===== src/verilog/rsc_pkg.sv =====
// Shared constants, types and register map of the reset source controller.
// Assumes the core clock is the high-frequency clock, so one fc period is one cycle.
`default_nettype none

package rsc_pkg;

    // One core clock per high-frequency clock period.
    localparam int CLK_PER_FC   = 1;

    // Times in high-frequency clock periods, and their cycle counts.
    localparam int MAL_LOW_FC   = 24;
    localparam int REL_DLY_FC   = 8;
    localparam int VEC_READ_FC  = 16;
    localparam int EXT_MIN_FC   = 12;
    localparam int MAL_LOW_CYC  = MAL_LOW_FC * CLK_PER_FC;
    localparam int REL_DLY_CYC  = REL_DLY_FC * CLK_PER_FC;
    localparam int VEC_READ_CYC = VEC_READ_FC * CLK_PER_FC;
    localparam int EXT_MIN_CYC  = EXT_MIN_FC * CLK_PER_FC;

    localparam int              CNT_W       = 5;
    localparam logic [CNT_W-1:0] MAL_LOW_LD = CNT_W'(MAL_LOW_CYC - 1);
    localparam logic [CNT_W-1:0] REL_LD     = CNT_W'(REL_DLY_CYC - 1);
    localparam logic [CNT_W-1:0] VEC_LD     = CNT_W'(VEC_READ_CYC - 1);
    localparam logic [CNT_W-1:0] VEC_HALF   = CNT_W'(VEC_READ_CYC / 2);
    localparam logic [CNT_W-1:0] EXT_LD     = CNT_W'(EXT_MIN_CYC - 1);

    // Reset vector and trap areas of the core address space.
    localparam logic [15:0] VEC_LO_ADDR = 16'hfffe;
    localparam logic [15:0] VEC_HI_ADDR = 16'hffff;
    localparam logic [15:0] SFR_LO      = 16'h0000;
    localparam logic [15:0] SFR_HI      = 16'h003f;
    localparam logic [15:0] RAM_LO      = 16'h0040;
    localparam logic [15:0] RAM_HI      = 16'h023f;
    localparam logic [15:0] DBR_LO      = 16'h0f80;
    localparam logic [15:0] DBR_HI      = 16'h0fff;

    // APB register map.
    localparam int          ADDR_W     = 8;
    localparam logic [7:0]  OFS_WDCTL  = 8'h00;
    localparam logic [7:0]  OFS_SYSCTL = 8'h04;
    localparam logic [7:0]  OFS_STAT   = 8'h08;
    localparam logic [7:0]  OFS_MASK   = 8'h0c;
    localparam logic [7:0]  OFS_STATE  = 8'h10;

    // Field positions.
    localparam int SYS_HF_BIT    = 7;
    localparam int SYS_LF_BIT    = 6;
    localparam int SYS_SEL_BIT   = 5;
    localparam int WD_W          = 4;
    localparam int EV_W          = 4;
    localparam int EV_TRAP       = 0;
    localparam int EV_WDOG       = 1;
    localparam int EV_CLKR       = 2;
    localparam int EV_EXTR       = 3;
    localparam int STATE_ST_LSB  = 0;
    localparam int STATE_RST_BIT = 2;
    localparam int STATE_PC_LSB  = 16;

    typedef enum logic [1:0] {
        ST_IDLE = 2'b00,
        ST_LOW  = 2'b01,
        ST_REL  = 2'b11,
        ST_VEC  = 2'b10
    } rsc_state_e;

    typedef struct packed {
        logic hf_en;
        logic lf_en;
        logic lf_sel;
    } rsc_sysctl_s;

    typedef struct packed {
        logic wdt_en;
        logic watchdog_action_select;
        logic trap_action_select;
        logic trap_ram_select;
    } rsc_wdctl_s;

    localparam rsc_sysctl_s SYSCTL_RST = '{hf_en: 1'b1, lf_en: 1'b0, lf_sel: 1'b0};
    localparam rsc_wdctl_s  WDCTL_RST  = '{wdt_en: 1'b1, watchdog_action_select: 1'b1,
                                           trap_action_select: 1'b1, trap_ram_select: 1'b0};

endpackage

`default_nettype wire


===== src/verilog/rsc_sync2.sv =====
// Two-flip-flop synchroniser for one level from outside the clock domain.
// Assumes the input changes slowly against the clock.
`timescale 1ns/10ps
`default_nettype none

module rsc_sync2 #(
    parameter logic RST_VAL = 1'b1
) (
    input  wire logic i_clk,
    input  wire logic i_rst_n,
    input  wire logic i_d,
    output var  logic o_q
);
    logic meta_r;

    always_ff @(posedge i_clk or negedge i_rst_n) begin
        if (!i_rst_n) begin
            meta_r <= RST_VAL;
            o_q    <= RST_VAL;
        end else begin
            meta_r <= i_d;
            o_q    <= meta_r;
        end
    end
endmodule

`default_nettype wire


===== src/verilog/rsc_cnt.sv =====
// Loadable down-counter that stops at zero.
// Assumes the load value fits the width.
`timescale 1ns/10ps
`default_nettype none

module rsc_cnt #(
    parameter int             W       = 5,
    parameter logic [W-1:0]   RST_VAL = '0
) (
    input  wire logic         i_clk,
    input  wire logic         i_rst_n,
    input  wire logic         i_load,
    input  wire logic [W-1:0] i_value,
    output var  logic [W-1:0] o_count,
    output logic              o_zero
);
    always_ff @(posedge i_clk or negedge i_rst_n) begin
        if (!i_rst_n) begin
            o_count <= RST_VAL;
        end else if (i_load) begin
            o_count <= i_value;
        end else if (o_count != '0) begin
            o_count <= o_count - W'(1);
        end
    end

    assign o_zero = (o_count == '0);
endmodule

`default_nettype wire


===== src/verilog/rsc_top.sv =====
// Reset source controller: merges pin, address trap, watchdog and clock resets.
// Assumes the vector memory answers one cycle after the address and the core runs on fc.
//
// Functional notes
// RL1: A malfunction reset drives the pin low and holds internal reset 24 cycles.
// RL2: After power-up one malfunction reset of 24 cycles may occur.
// RL3: The board holds the pin low at least 12 fc periods to apply reset.
// RL4: On pin release, leave reset and load the PC from the top vector.
// RL5: Reset clears master enable, enable flags and request latches.
// RL6: Reset clears prescaler and divider and leaves the watchdog enabled.
// RL7: Fetch from special function, data bank, or selected RAM raises a trap.
// RL8: After the low phase wait 8 cycles, then read the vector 16 cycles.
// RL9: Trap resets when trap action select is set, else raises the trap interrupt.
// RL10: Watchdog overflow resets when its select is set, else raises its interrupt.
// RL11: Illegal oscillator enable clears issue a system clock reset.
// RL12: A system clock reset leaves the oscillators running.
// RL13: Clock source select one picks the low-frequency clock, zero the high one.
// RL14: High-frequency enable bit starts and stops the high-frequency oscillator.
// RL15: Pin reset and malfunction requests merge into one internal reset.
`timescale 1ns/10ps
`default_nettype none

module rsc_top (
    input  wire logic                      I_CORE_CLK,
    input  wire logic                      I_RESET_N,
    input  wire logic                      I_PSEL,
    input  wire logic                      I_PENABLE,
    input  wire logic                      I_PWRITE,
    input  wire logic [rsc_pkg::ADDR_W-1:0] I_PADDR,
    input  wire logic [31:0]               I_PWDATA,
    output var  logic [31:0]               O_PRDATA,
    output logic                           O_PREADY,
    output logic                           O_PSLVERR,
    input  wire logic                      I_RESET_PIN_I,
    output logic                           O_RESET_PIN_O,
    output logic                           O_RESET_PIN_OE,
    input  wire logic                      I_FETCH_VALID,
    input  wire logic [15:0]               I_FETCH_ADDR,
    input  wire logic                      I_WDT_OVF,
    output logic                           O_VEC_RD,
    output logic [15:0]                    O_VEC_ADDR,
    input  wire logic [7:0]                I_VEC_DATA,
    output var  logic [15:0]               O_PC,
    output var  logic                      O_PC_LOAD,
    output logic                           O_CORE_RESET,
    output logic                           O_CORE_HOLD,
    output logic                           O_INT_FLAGS_CLR,
    output logic                           O_PRESCALER_CLR,
    output logic                           O_WDT_EN,
    output var  logic                      O_TRAP_INT,
    output var  logic                      O_WDT_INT,
    output logic                           O_HF_OSC_EN,
    output logic                           O_LF_OSC_EN,
    output logic                           O_CLK_SEL_LF,
    output logic                           O_IRQ
);

    rsc_pkg::rsc_state_e        state_r;
    rsc_pkg::rsc_state_e        state_nxt;
    rsc_pkg::rsc_sysctl_s       sys_r;
    rsc_pkg::rsc_sysctl_s       sys_wr;
    rsc_pkg::rsc_wdctl_s        wd_r;
    logic [rsc_pkg::CNT_W-1:0]  tmr_cnt;
    logic [rsc_pkg::CNT_W-1:0]  tmr_val;
    logic [rsc_pkg::CNT_W-1:0]  ext_cnt;
    logic                       tmr_zero;
    logic                       tmr_load;
    logic                       ext_zero;
    logic                       pin_s;
    logic                       ext_act;
    logic                       ext_act_r;
    logic                       int_rst_r;
    logic                       trap_hit;
    logic                       clk_rst;
    logic                       mal_req;
    logic                       apb_acc;
    logic                       apb_hit;
    logic                       wr_sys;
    logic                       wr_wd;
    logic [rsc_pkg::EV_W-1:0]   ev;
    logic [rsc_pkg::EV_W-1:0]   stat_r;
    logic [rsc_pkg::EV_W-1:0]   mask_r;
    logic [7:0]                 vec_lo_r;
    logic [31:0]                rd_nxt;

    // Reset pin readback passes a synchroniser before any logic sees it.
    rsc_sync2 #(
        .RST_VAL (1'b1)
    ) u_pin_sync (
        .i_clk   (I_CORE_CLK),
        .i_rst_n (I_RESET_N),
        .i_d     (I_RESET_PIN_I),
        .o_q     (pin_s)
    );

    // Phase timer; it starts in the low phase because the malfunction logic has
    // no power-on clear.
    rsc_cnt #(
        .W       (rsc_pkg::CNT_W),
        .RST_VAL (rsc_pkg::MAL_LOW_LD)
    ) u_phase_tmr (
        .i_clk   (I_CORE_CLK),
        .i_rst_n (I_RESET_N),
        .i_load  (tmr_load),
        .i_value (tmr_val),
        .o_count (tmr_cnt),
        .o_zero  (tmr_zero)
    );

    // Counts how long the board has held the pin low while this block is not
    // driving it; our own released low phase never lasts long enough to count.
    rsc_cnt #(
        .W       (rsc_pkg::CNT_W),
        .RST_VAL (rsc_pkg::EXT_LD)
    ) u_ext_filt (
        .i_clk   (I_CORE_CLK),
        .i_rst_n (I_RESET_N),
        .i_load  (pin_s || O_RESET_PIN_OE),
        .i_value (rsc_pkg::EXT_LD),
        .o_count (ext_cnt),
        .o_zero  (ext_zero)
    );

    assign ext_act = !pin_s && !O_RESET_PIN_OE && ext_zero;  // see RL3

    // Address trap detection on instruction fetch.
    always_comb begin
        trap_hit = 1'b0;
        if (I_FETCH_VALID && state_r == rsc_pkg::ST_IDLE) begin
            trap_hit = (I_FETCH_ADDR >= rsc_pkg::SFR_LO && I_FETCH_ADDR <= rsc_pkg::SFR_HI)
                    || (I_FETCH_ADDR >= rsc_pkg::DBR_LO && I_FETCH_ADDR <= rsc_pkg::DBR_HI)
                    || (wd_r.trap_ram_select && I_FETCH_ADDR >= rsc_pkg::RAM_LO
                        && I_FETCH_ADDR <= rsc_pkg::RAM_HI);  // see RL7
        end
    end

    // APB decode; one setup cycle, then a zero-wait access phase.
    assign apb_acc   = I_PSEL && I_PENABLE;
    assign apb_hit   = I_PADDR == rsc_pkg::OFS_WDCTL || I_PADDR == rsc_pkg::OFS_SYSCTL
                    || I_PADDR == rsc_pkg::OFS_STAT || I_PADDR == rsc_pkg::OFS_MASK
                    || I_PADDR == rsc_pkg::OFS_STATE;
    assign O_PREADY  = apb_acc;
    assign O_PSLVERR = apb_acc && !apb_hit;
    assign wr_sys    = apb_acc && I_PWRITE && I_PADDR == rsc_pkg::OFS_SYSCTL;
    assign wr_wd     = apb_acc && I_PWRITE && I_PADDR == rsc_pkg::OFS_WDCTL;

    assign sys_wr.hf_en  = I_PWDATA[rsc_pkg::SYS_HF_BIT];
    assign sys_wr.lf_en  = I_PWDATA[rsc_pkg::SYS_LF_BIT];
    assign sys_wr.lf_sel = I_PWDATA[rsc_pkg::SYS_SEL_BIT];

    // A write that clears the enable of the currently selected oscillator, or clears both enables, is turned into a reset.
    assign clk_rst = wr_sys && (
           (sys_r.hf_en && sys_r.lf_en && !sys_wr.hf_en && !sys_wr.lf_en)
        || (sys_r.hf_en && !sys_wr.hf_en && !sys_r.lf_sel)
        || (sys_r.lf_en && !sys_wr.lf_en && sys_r.lf_sel));  // see RL11

    assign mal_req = (trap_hit && wd_r.trap_action_select)              // see RL9
                  || (I_WDT_OVF && wd_r.watchdog_action_select)         // see RL10
                  || clk_rst;

    // Reset phase sequence: low phase, release delay, vector read.
    always_comb begin
        state_nxt = state_r;
        tmr_load  = 1'b0;
        tmr_val   = rsc_pkg::MAL_LOW_LD;
        if (ext_act) begin
            state_nxt = rsc_pkg::ST_REL;  // see RL4
            tmr_load  = 1'b1;
            tmr_val   = rsc_pkg::REL_LD;
        end else if (mal_req && state_r != rsc_pkg::ST_LOW) begin
            state_nxt = rsc_pkg::ST_LOW;  // see RL1
            tmr_load  = 1'b1;
        end else if (tmr_zero) begin
            unique case (state_r)
                rsc_pkg::ST_IDLE: begin
                    state_nxt = rsc_pkg::ST_IDLE;
                end
                rsc_pkg::ST_LOW: begin
                    state_nxt = rsc_pkg::ST_REL;  // see RL8
                    tmr_load  = 1'b1;
                    tmr_val   = rsc_pkg::REL_LD;
                end
                rsc_pkg::ST_REL: begin
                    state_nxt = rsc_pkg::ST_VEC;  // see RL8
                    tmr_load  = 1'b1;
                    tmr_val   = rsc_pkg::VEC_LD;
                end
                rsc_pkg::ST_VEC: begin
                    state_nxt = rsc_pkg::ST_IDLE;
                end
            endcase
        end
    end

    always_ff @(posedge I_CORE_CLK or negedge I_RESET_N) begin
        if (!I_RESET_N) begin
            state_r <= rsc_pkg::ST_LOW;  // see RL2
        end else begin
            state_r <= state_nxt;
        end
    end

    // Internal reset covers the low phase and a pin reset alike.
    always_ff @(posedge I_CORE_CLK or negedge I_RESET_N) begin
        if (!I_RESET_N) begin
            int_rst_r <= 1'b1;
            ext_act_r <= 1'b0;
        end else begin
            int_rst_r <= (state_nxt == rsc_pkg::ST_LOW) || ext_act;  // see RL15
            ext_act_r <= ext_act;
        end
    end

    assign O_RESET_PIN_O   = 1'b0;
    assign O_RESET_PIN_OE  = (state_r == rsc_pkg::ST_LOW);  // see RL1
    assign O_CORE_RESET    = int_rst_r;
    assign O_CORE_HOLD     = (state_r != rsc_pkg::ST_IDLE) || int_rst_r;
    assign O_INT_FLAGS_CLR = int_rst_r;  // see RL5
    assign O_PRESCALER_CLR = int_rst_r;  // see RL6

    // Vector read: low byte for the first half, high byte for the second.
    assign O_VEC_RD   = (state_r == rsc_pkg::ST_VEC);
    assign O_VEC_ADDR = (tmr_cnt >= rsc_pkg::VEC_HALF) ? rsc_pkg::VEC_LO_ADDR
                                                       : rsc_pkg::VEC_HI_ADDR;

    always_ff @(posedge I_CORE_CLK or negedge I_RESET_N) begin
        if (!I_RESET_N) begin
            vec_lo_r  <= 8'h00;
            O_PC      <= 16'h0000;
            O_PC_LOAD <= 1'b0;
        end else begin
            O_PC_LOAD <= 1'b0;
            if (state_r == rsc_pkg::ST_VEC && tmr_cnt == rsc_pkg::VEC_HALF) begin
                vec_lo_r <= I_VEC_DATA;
            end
            if (state_r == rsc_pkg::ST_VEC && state_nxt == rsc_pkg::ST_IDLE) begin
                O_PC      <= {I_VEC_DATA, vec_lo_r};  // see RL4
                O_PC_LOAD <= 1'b1;
            end
        end
    end

    // Non-maskable interrupt requests when the action selects ask for them.
    always_ff @(posedge I_CORE_CLK or negedge I_RESET_N) begin
        if (!I_RESET_N) begin
            O_TRAP_INT <= 1'b0;
            O_WDT_INT  <= 1'b0;
        end else begin
            O_TRAP_INT <= trap_hit && !wd_r.trap_action_select;  // see RL9
            O_WDT_INT  <= I_WDT_OVF && !wd_r.watchdog_action_select;  // see RL10
        end
    end

    // Watchdog control; reset restores reset action and an enabled watchdog.
    always_ff @(posedge I_CORE_CLK or negedge I_RESET_N) begin
        if (!I_RESET_N) begin
            wd_r <= rsc_pkg::WDCTL_RST;
        end else if (int_rst_r) begin
            wd_r <= rsc_pkg::WDCTL_RST;  // see RL6
        end else if (wr_wd) begin
            wd_r <= rsc_pkg::rsc_wdctl_s'(I_PWDATA[rsc_pkg::WD_W-1:0]);
        end
    end

    // System clock control; a refused write is dropped, and the reset it causes sets the high-frequency enable, clears the select and keeps the low one.
    always_ff @(posedge I_CORE_CLK or negedge I_RESET_N) begin
        if (!I_RESET_N) begin
            sys_r <= rsc_pkg::SYSCTL_RST;
        end else if (int_rst_r) begin
            sys_r.hf_en  <= rsc_pkg::SYSCTL_RST.hf_en;
            sys_r.lf_sel <= rsc_pkg::SYSCTL_RST.lf_sel;
        end else if (wr_sys && !clk_rst) begin
            sys_r <= sys_wr;  // see RL12
        end
    end

    assign O_HF_OSC_EN  = sys_r.hf_en;   // see RL14
    assign O_LF_OSC_EN  = sys_r.lf_en;
    assign O_CLK_SEL_LF = sys_r.lf_sel;  // see RL13
    assign O_WDT_EN     = wd_r.wdt_en;

    // Sticky cause flags; a new event wins over a write-one clear.
    always_comb begin
        ev                   = '0;
        ev[rsc_pkg::EV_TRAP] = trap_hit;
        ev[rsc_pkg::EV_WDOG] = I_WDT_OVF;
        ev[rsc_pkg::EV_CLKR] = clk_rst;
        ev[rsc_pkg::EV_EXTR] = ext_act && !ext_act_r;
    end

    always_ff @(posedge I_CORE_CLK or negedge I_RESET_N) begin
        if (!I_RESET_N) begin
            stat_r <= '0;
            mask_r <= '0;
        end else begin
            if (apb_acc && I_PWRITE && I_PADDR == rsc_pkg::OFS_STAT) begin
                stat_r <= (stat_r & ~I_PWDATA[rsc_pkg::EV_W-1:0]) | ev;
            end else begin
                stat_r <= stat_r | ev;
            end
            if (apb_acc && I_PWRITE && I_PADDR == rsc_pkg::OFS_MASK) begin
                mask_r <= I_PWDATA[rsc_pkg::EV_W-1:0];
            end
        end
    end

    assign O_IRQ = |(stat_r & mask_r);

    // Read data is captured in the setup cycle.
    always_comb begin
        rd_nxt = 32'h0000_0000;
        unique case (I_PADDR)
            rsc_pkg::OFS_WDCTL: rd_nxt[rsc_pkg::WD_W-1:0] = wd_r;
            rsc_pkg::OFS_SYSCTL: begin
                rd_nxt[rsc_pkg::SYS_HF_BIT]  = sys_r.hf_en;
                rd_nxt[rsc_pkg::SYS_LF_BIT]  = sys_r.lf_en;
                rd_nxt[rsc_pkg::SYS_SEL_BIT] = sys_r.lf_sel;
            end
            rsc_pkg::OFS_STAT: rd_nxt[rsc_pkg::EV_W-1:0] = stat_r;
            rsc_pkg::OFS_MASK: rd_nxt[rsc_pkg::EV_W-1:0] = mask_r;
            rsc_pkg::OFS_STATE: begin
                rd_nxt[rsc_pkg::STATE_ST_LSB +: 2]  = state_r;
                rd_nxt[rsc_pkg::STATE_RST_BIT]      = int_rst_r;
                rd_nxt[rsc_pkg::STATE_PC_LSB +: 16] = O_PC;
            end
            default: rd_nxt = 32'h0000_0000;
        endcase
    end

    always_ff @(posedge I_CORE_CLK or negedge I_RESET_N) begin
        if (!I_RESET_N) begin
            O_PRDATA <= 32'h0000_0000;
        end else if (I_PSEL && !I_PENABLE) begin
            O_PRDATA <= rd_nxt;
        end
    end

    // Checks.
    logic [5:0] low_run_r;

    always_ff @(posedge I_CORE_CLK or negedge I_RESET_N) begin
        if (!I_RESET_N) begin
            low_run_r <= 6'h00;
        end else if (state_r == rsc_pkg::ST_LOW) begin
            low_run_r <= low_run_r + 6'h01;
        end else begin
            low_run_r <= 6'h00;
        end
    end
endmodule

`default_nettype wire


===== config.mk =====
export PLATFORM = sky130hd
export DESIGN_NAME = rsc_top
export DESIGN_NICKNAME = d
export VERILOG_FILES = /design/src/verilog/rsc_pkg.sv /design/src/verilog/rsc_sync2.sv /design/src/verilog/rsc_cnt.sv /design/src/verilog/rsc_top.sv
export SDC_FILE = /design/constraint.sdc
export NUM_CORES = 1
export LEC_CHECK = 0
export ABC_AREA = 0
export BUFFER_PORTS_ARGS = -buffer_cell sky130_fd_sc_hd__buf_4
export CORE_MARGIN = 5
export CORE_UTILIZATION = 49
export CTS_CLUSTER_SIZE = 20
export DETAILED_ROUTE_END_ITERATION = 12
export PLACE_DENSITY_LB_ADDON = 0.12
export SLEW_MARGIN = 20
export SYNTH_ARGS = -nofsm -noshare
export SYNTH_HDL_FRONTEND = slang
export SYNTH_SLANG_ARGS = --single-unit

===== constraint.sdc =====
create_clock -name I_CORE_CLK -period 2.9 [get_ports I_CORE_CLK]
set_clock_uncertainty 0.2 [all_clocks]
set_input_delay 0.29 -clock I_CORE_CLK [delete_from_list [all_inputs] [get_ports I_CORE_CLK]]
set_output_delay 0.29 -clock I_CORE_CLK [all_outputs]
set_load 0.02 [all_outputs]

==> results.sh <==
export IMPL_max_clock_freq_mhz=398
export IMPL_timing_max_transition_violations_final=0
export IMPL_fin_worst_hold_slack_ps=14.0
export IMPL_fp_dieArea_um2=10000
export IMPL_crit_path_start_kind="register"
export IMPL_synthDistinctLibCells=60
export IMPL_busiest_layer="met2"
export IMPL_post_place_ws_ps=419
export IMPL_syn_instance_count=350
export IMPL_antennaDiodeCount=0
export IMPL_synth_most_common_cell="dfrtp_1"
export IMPL_gr_layer_usage_met1_pct=25.9
export IMPL_synth_ff_type="dfrtp_1"
export IMPL_clkLatencyLatePin_ps=350
export IMPL_drc_errors=0
export IMPL_globalRouteMet3Util_pct=5.63
export IMPL_core_outline_area_um2=8090
export IMPL_met2_usage_pct=30.0
export IMPL_ctsHtreeMaxLevel=3
export IMPL_cts_root_to_sink_buffers=2
export IMPL_timing_critical_path_arrival_ps=2560
export IMPL_leakagePower_nw=2.45
export IMPL_routedWlPerCell_um=16.3
export IMPL_grt_start_max_net_pins=82
export IMPL_syn_to_final_growth_pct=27.4
export IMPL_cts_sinks=81
export IMPL_hold_path_class="input pin to register"
export IMPL_setup_cp_type="register to register"
export IMPL_grt_use_total_pct=19.3
export IMPL_drt_initial_drc_count=128
export IMPL_final_setup_tns_ps=0
export IMPL_sequential_cell_area_fraction_in_the_yosys_report_pct=51.3
export IMPL_die_h_um=100
export IMPL_synth_edff_count=0
export IMPL_setup_worst_path_end_class="register"
export IMPL_intPower_w=0.00210
export IMPL_drt_vias_per_instance=5.22
export IMPL_drv_max_cap_violation_count=0
export IMPL_power_density_cell_area_nw_per_um2=587
export IMPL_irDropWorstVdd_v=0.000390
export IMPL_post_synth_cell_area_avg_um2=11.4
export IMPL_gp_routability_congestion=0.869
export IMPL_placement_rows=33
export IMPL_number_of_antenna_violations_at_the_first_check_in_global_routing=0
export IMPL_sw_share_pct=29.5
export IMPL_starting_density_of_the_core_pct=49.3
export IMPL_drt_total_wl_um=9270
export IMPL_tightestPinTransition_ps=724
export IMPL_fp_dieW_um=100
export IMPL_sequentialPowerShare_pct=45.3
export IMPL_status="complete, no violations"
export IMPL_synth_yosys_warnings=0
export IMPL_timing_final_crit_share_pct=86.6
export IMPL_drt_antenna_violating_nets=0
export IMPL_leading_post_synthesis_cells_by_cell_area="dfrtp_1 (41%), dfstp_2 (9.9%), mux2_2 (7.3%), buf_4 (5.3%), a22o_1 (3.5%)"
export IMPL_place_hpwl_um=6480
export IMPL_tritoncts_num_buffers=9
export IMPL_tritoncts="built"
export IMPL_postSynthRegisterBits=81
export IMPL_final_period_minus_worst_setup_slack_ps=2510
export IMPL_hold_viol_final=0
export IMPL_yosys_top_cells_count="dfrtp_1 (66), buf_4 (28), mux2_2 (26), nand2_1 (24), nor2_1 (18)"
export IMPL_detail_route_first_pass_iterations=4
export IMPL_ctsRootBufferMaster="clkbuf_8"
export IMPL_clk_pin_slew_ps=90
export IMPL_nNetsFinal=533
export IMPL_worstPathMaxFanout=17
export IMPL_pwr_share_comb_pct=20.9
export IMPL_vias=2969
export IMPL_clockPowerShare_pct=33.9
export IMPL_post_route_worst_setup_slack_ps=388
export IMPL_io_pins=153
export IMPL_data_required_time_at_the_worst_endpoint_ps=2940
export IMPL_p_sw_w=0.000881
export IMPL_global_route_overflow_total=0
export IMPL_grt_pass1_vias=3167
export IMPL_mapped_area_um2=3990
export IMPL_post_synth_top_area_cell="dfrtp_1"
export IMPL_placement_io_buffers=96
export IMPL_timing_max_slew_rel_slack_pct=51.7
export IMPL_wire_length_of_the_first_global_routing_pass_um=15400
export IMPL_async_flop_share_pct=100
export IMPL_report_final_setup_viol=0
export IMPL_grt_setup_unrepaired="false"
export IMPL_synth_largest_type_area_fraction_pct=41.4
export IMPL_drive_above_1_share_pct=37.9
[metrics by stage]
step                power (W)  std cells  util, %  cell area [µm²]
floorplan             0.00179        373        -             4080
global placement      0.00196        537     57.8             4680
detailed placement    0.00198        537     57.8             4680
CTS                   0.00300        569     62.8             5080
global route          0.00314        569     62.8             5080
finish                0.00298        569     62.8             5080
[kinds of logic after synthesis]
group	share of synthesized area (%)
AND/OR/NAND/NOR	15.1
XOR/XNOR	0.659
buffers and inverters	8.12
flip-flops	51.3
other	0.188
adder cells (fa/ha/maj)	0.627
multiplexers	11.2
AO/OA/AOI/OAI	12.8
[worst paths after layout]
kind,start,end,slack (ps),depth (start not counted)
setup / recovery,u_ext_filt.o_count[0],O_PC[8],390,7
setup reg to reg,u_ext_filt.o_count[0],O_PC[8],390,7
max in group asynchronous,I_RESET_N,O_PRDATA[26],1670,2
hold / removal,I_PWDATA[1],mask_r[1],10,2
min in group asynchronous,I_RESET_N,u_phase_tmr.o_count[3],330,2
hold reg to reg,u_pin_sync.meta_r,u_pin_sync.o_q,160,0
[layer usage]
| metal | part of all wire [%] | routed length (µm) |
|---|---|---|
| met1 | 45 | 4200 |
| met2 | 46 | 4270 |
| met3 | 7.2 | 670 |
| met4 | 1.4 | 129 |
| met5 | 0 | 0 |
[cell usage in the layout (no fill, tap or decap), types with 13 or more instances in the layout]
cell / instances
a22o_1: 16
buf_4: 100
conb_1: 25
dfrtp_1: 66
dfstp_2: 15
dlygate4sd3_1: 16
mux2_2: 26
nand2_1: 24
nor2_1: 18
o21ai_0: 13
[power groups by stage]
stage	combinational, W	sequential (W)	clock (W)
after detailed placement	0.000608	0.00137	0
final	0.000622	0.00135	0.00101
after floorplan	0.000468	0.00132	0
after global placement	0.000591	0.00137	0
after global routing	0.000692	0.00137	0.00108
after CTS	0.000626	0.00135	0.00103
[sequential cells by signal (all words and copies together), names as in the netlist, 2 cells and up]
name,count
wd_r,3
u_ext_filt.o_count,5
O_PRDATA,23
vec_lo_r,8
u_phase_tmr.o_count,5
stat_r,4
mask_r,4
state_r,2
O_PC,16
[worst max-delay path, cell delays in order, from the launching register on]
cell and delay, ps:
dfstp_2 390, inv_1 60, ha_1 190, or4b_4 570, o21a_1 220, and4_1 220
buf_4 230, mux2_4 320
[final cells by class]
cell class	count	area (µm²)
Fill cell	674	3010
Multi-Input combinational cell	241	1710
Sequential cell	81	2050
Tap cell	105	131
Timing Repair Buffer	117	922
Clock inverter	6	115
Clock buffer	10	128
Inverter	9	33.8
[what timing repair did]
action / 4_1_cts / 5_1_grt
hold endpoints to repair: 91 / 0
hold buffers: 16 / 0
setup buffers: 0 / 0
gates resized for setup: 0 / 0
Note: power is estimated with default switching activity, not from simulation.
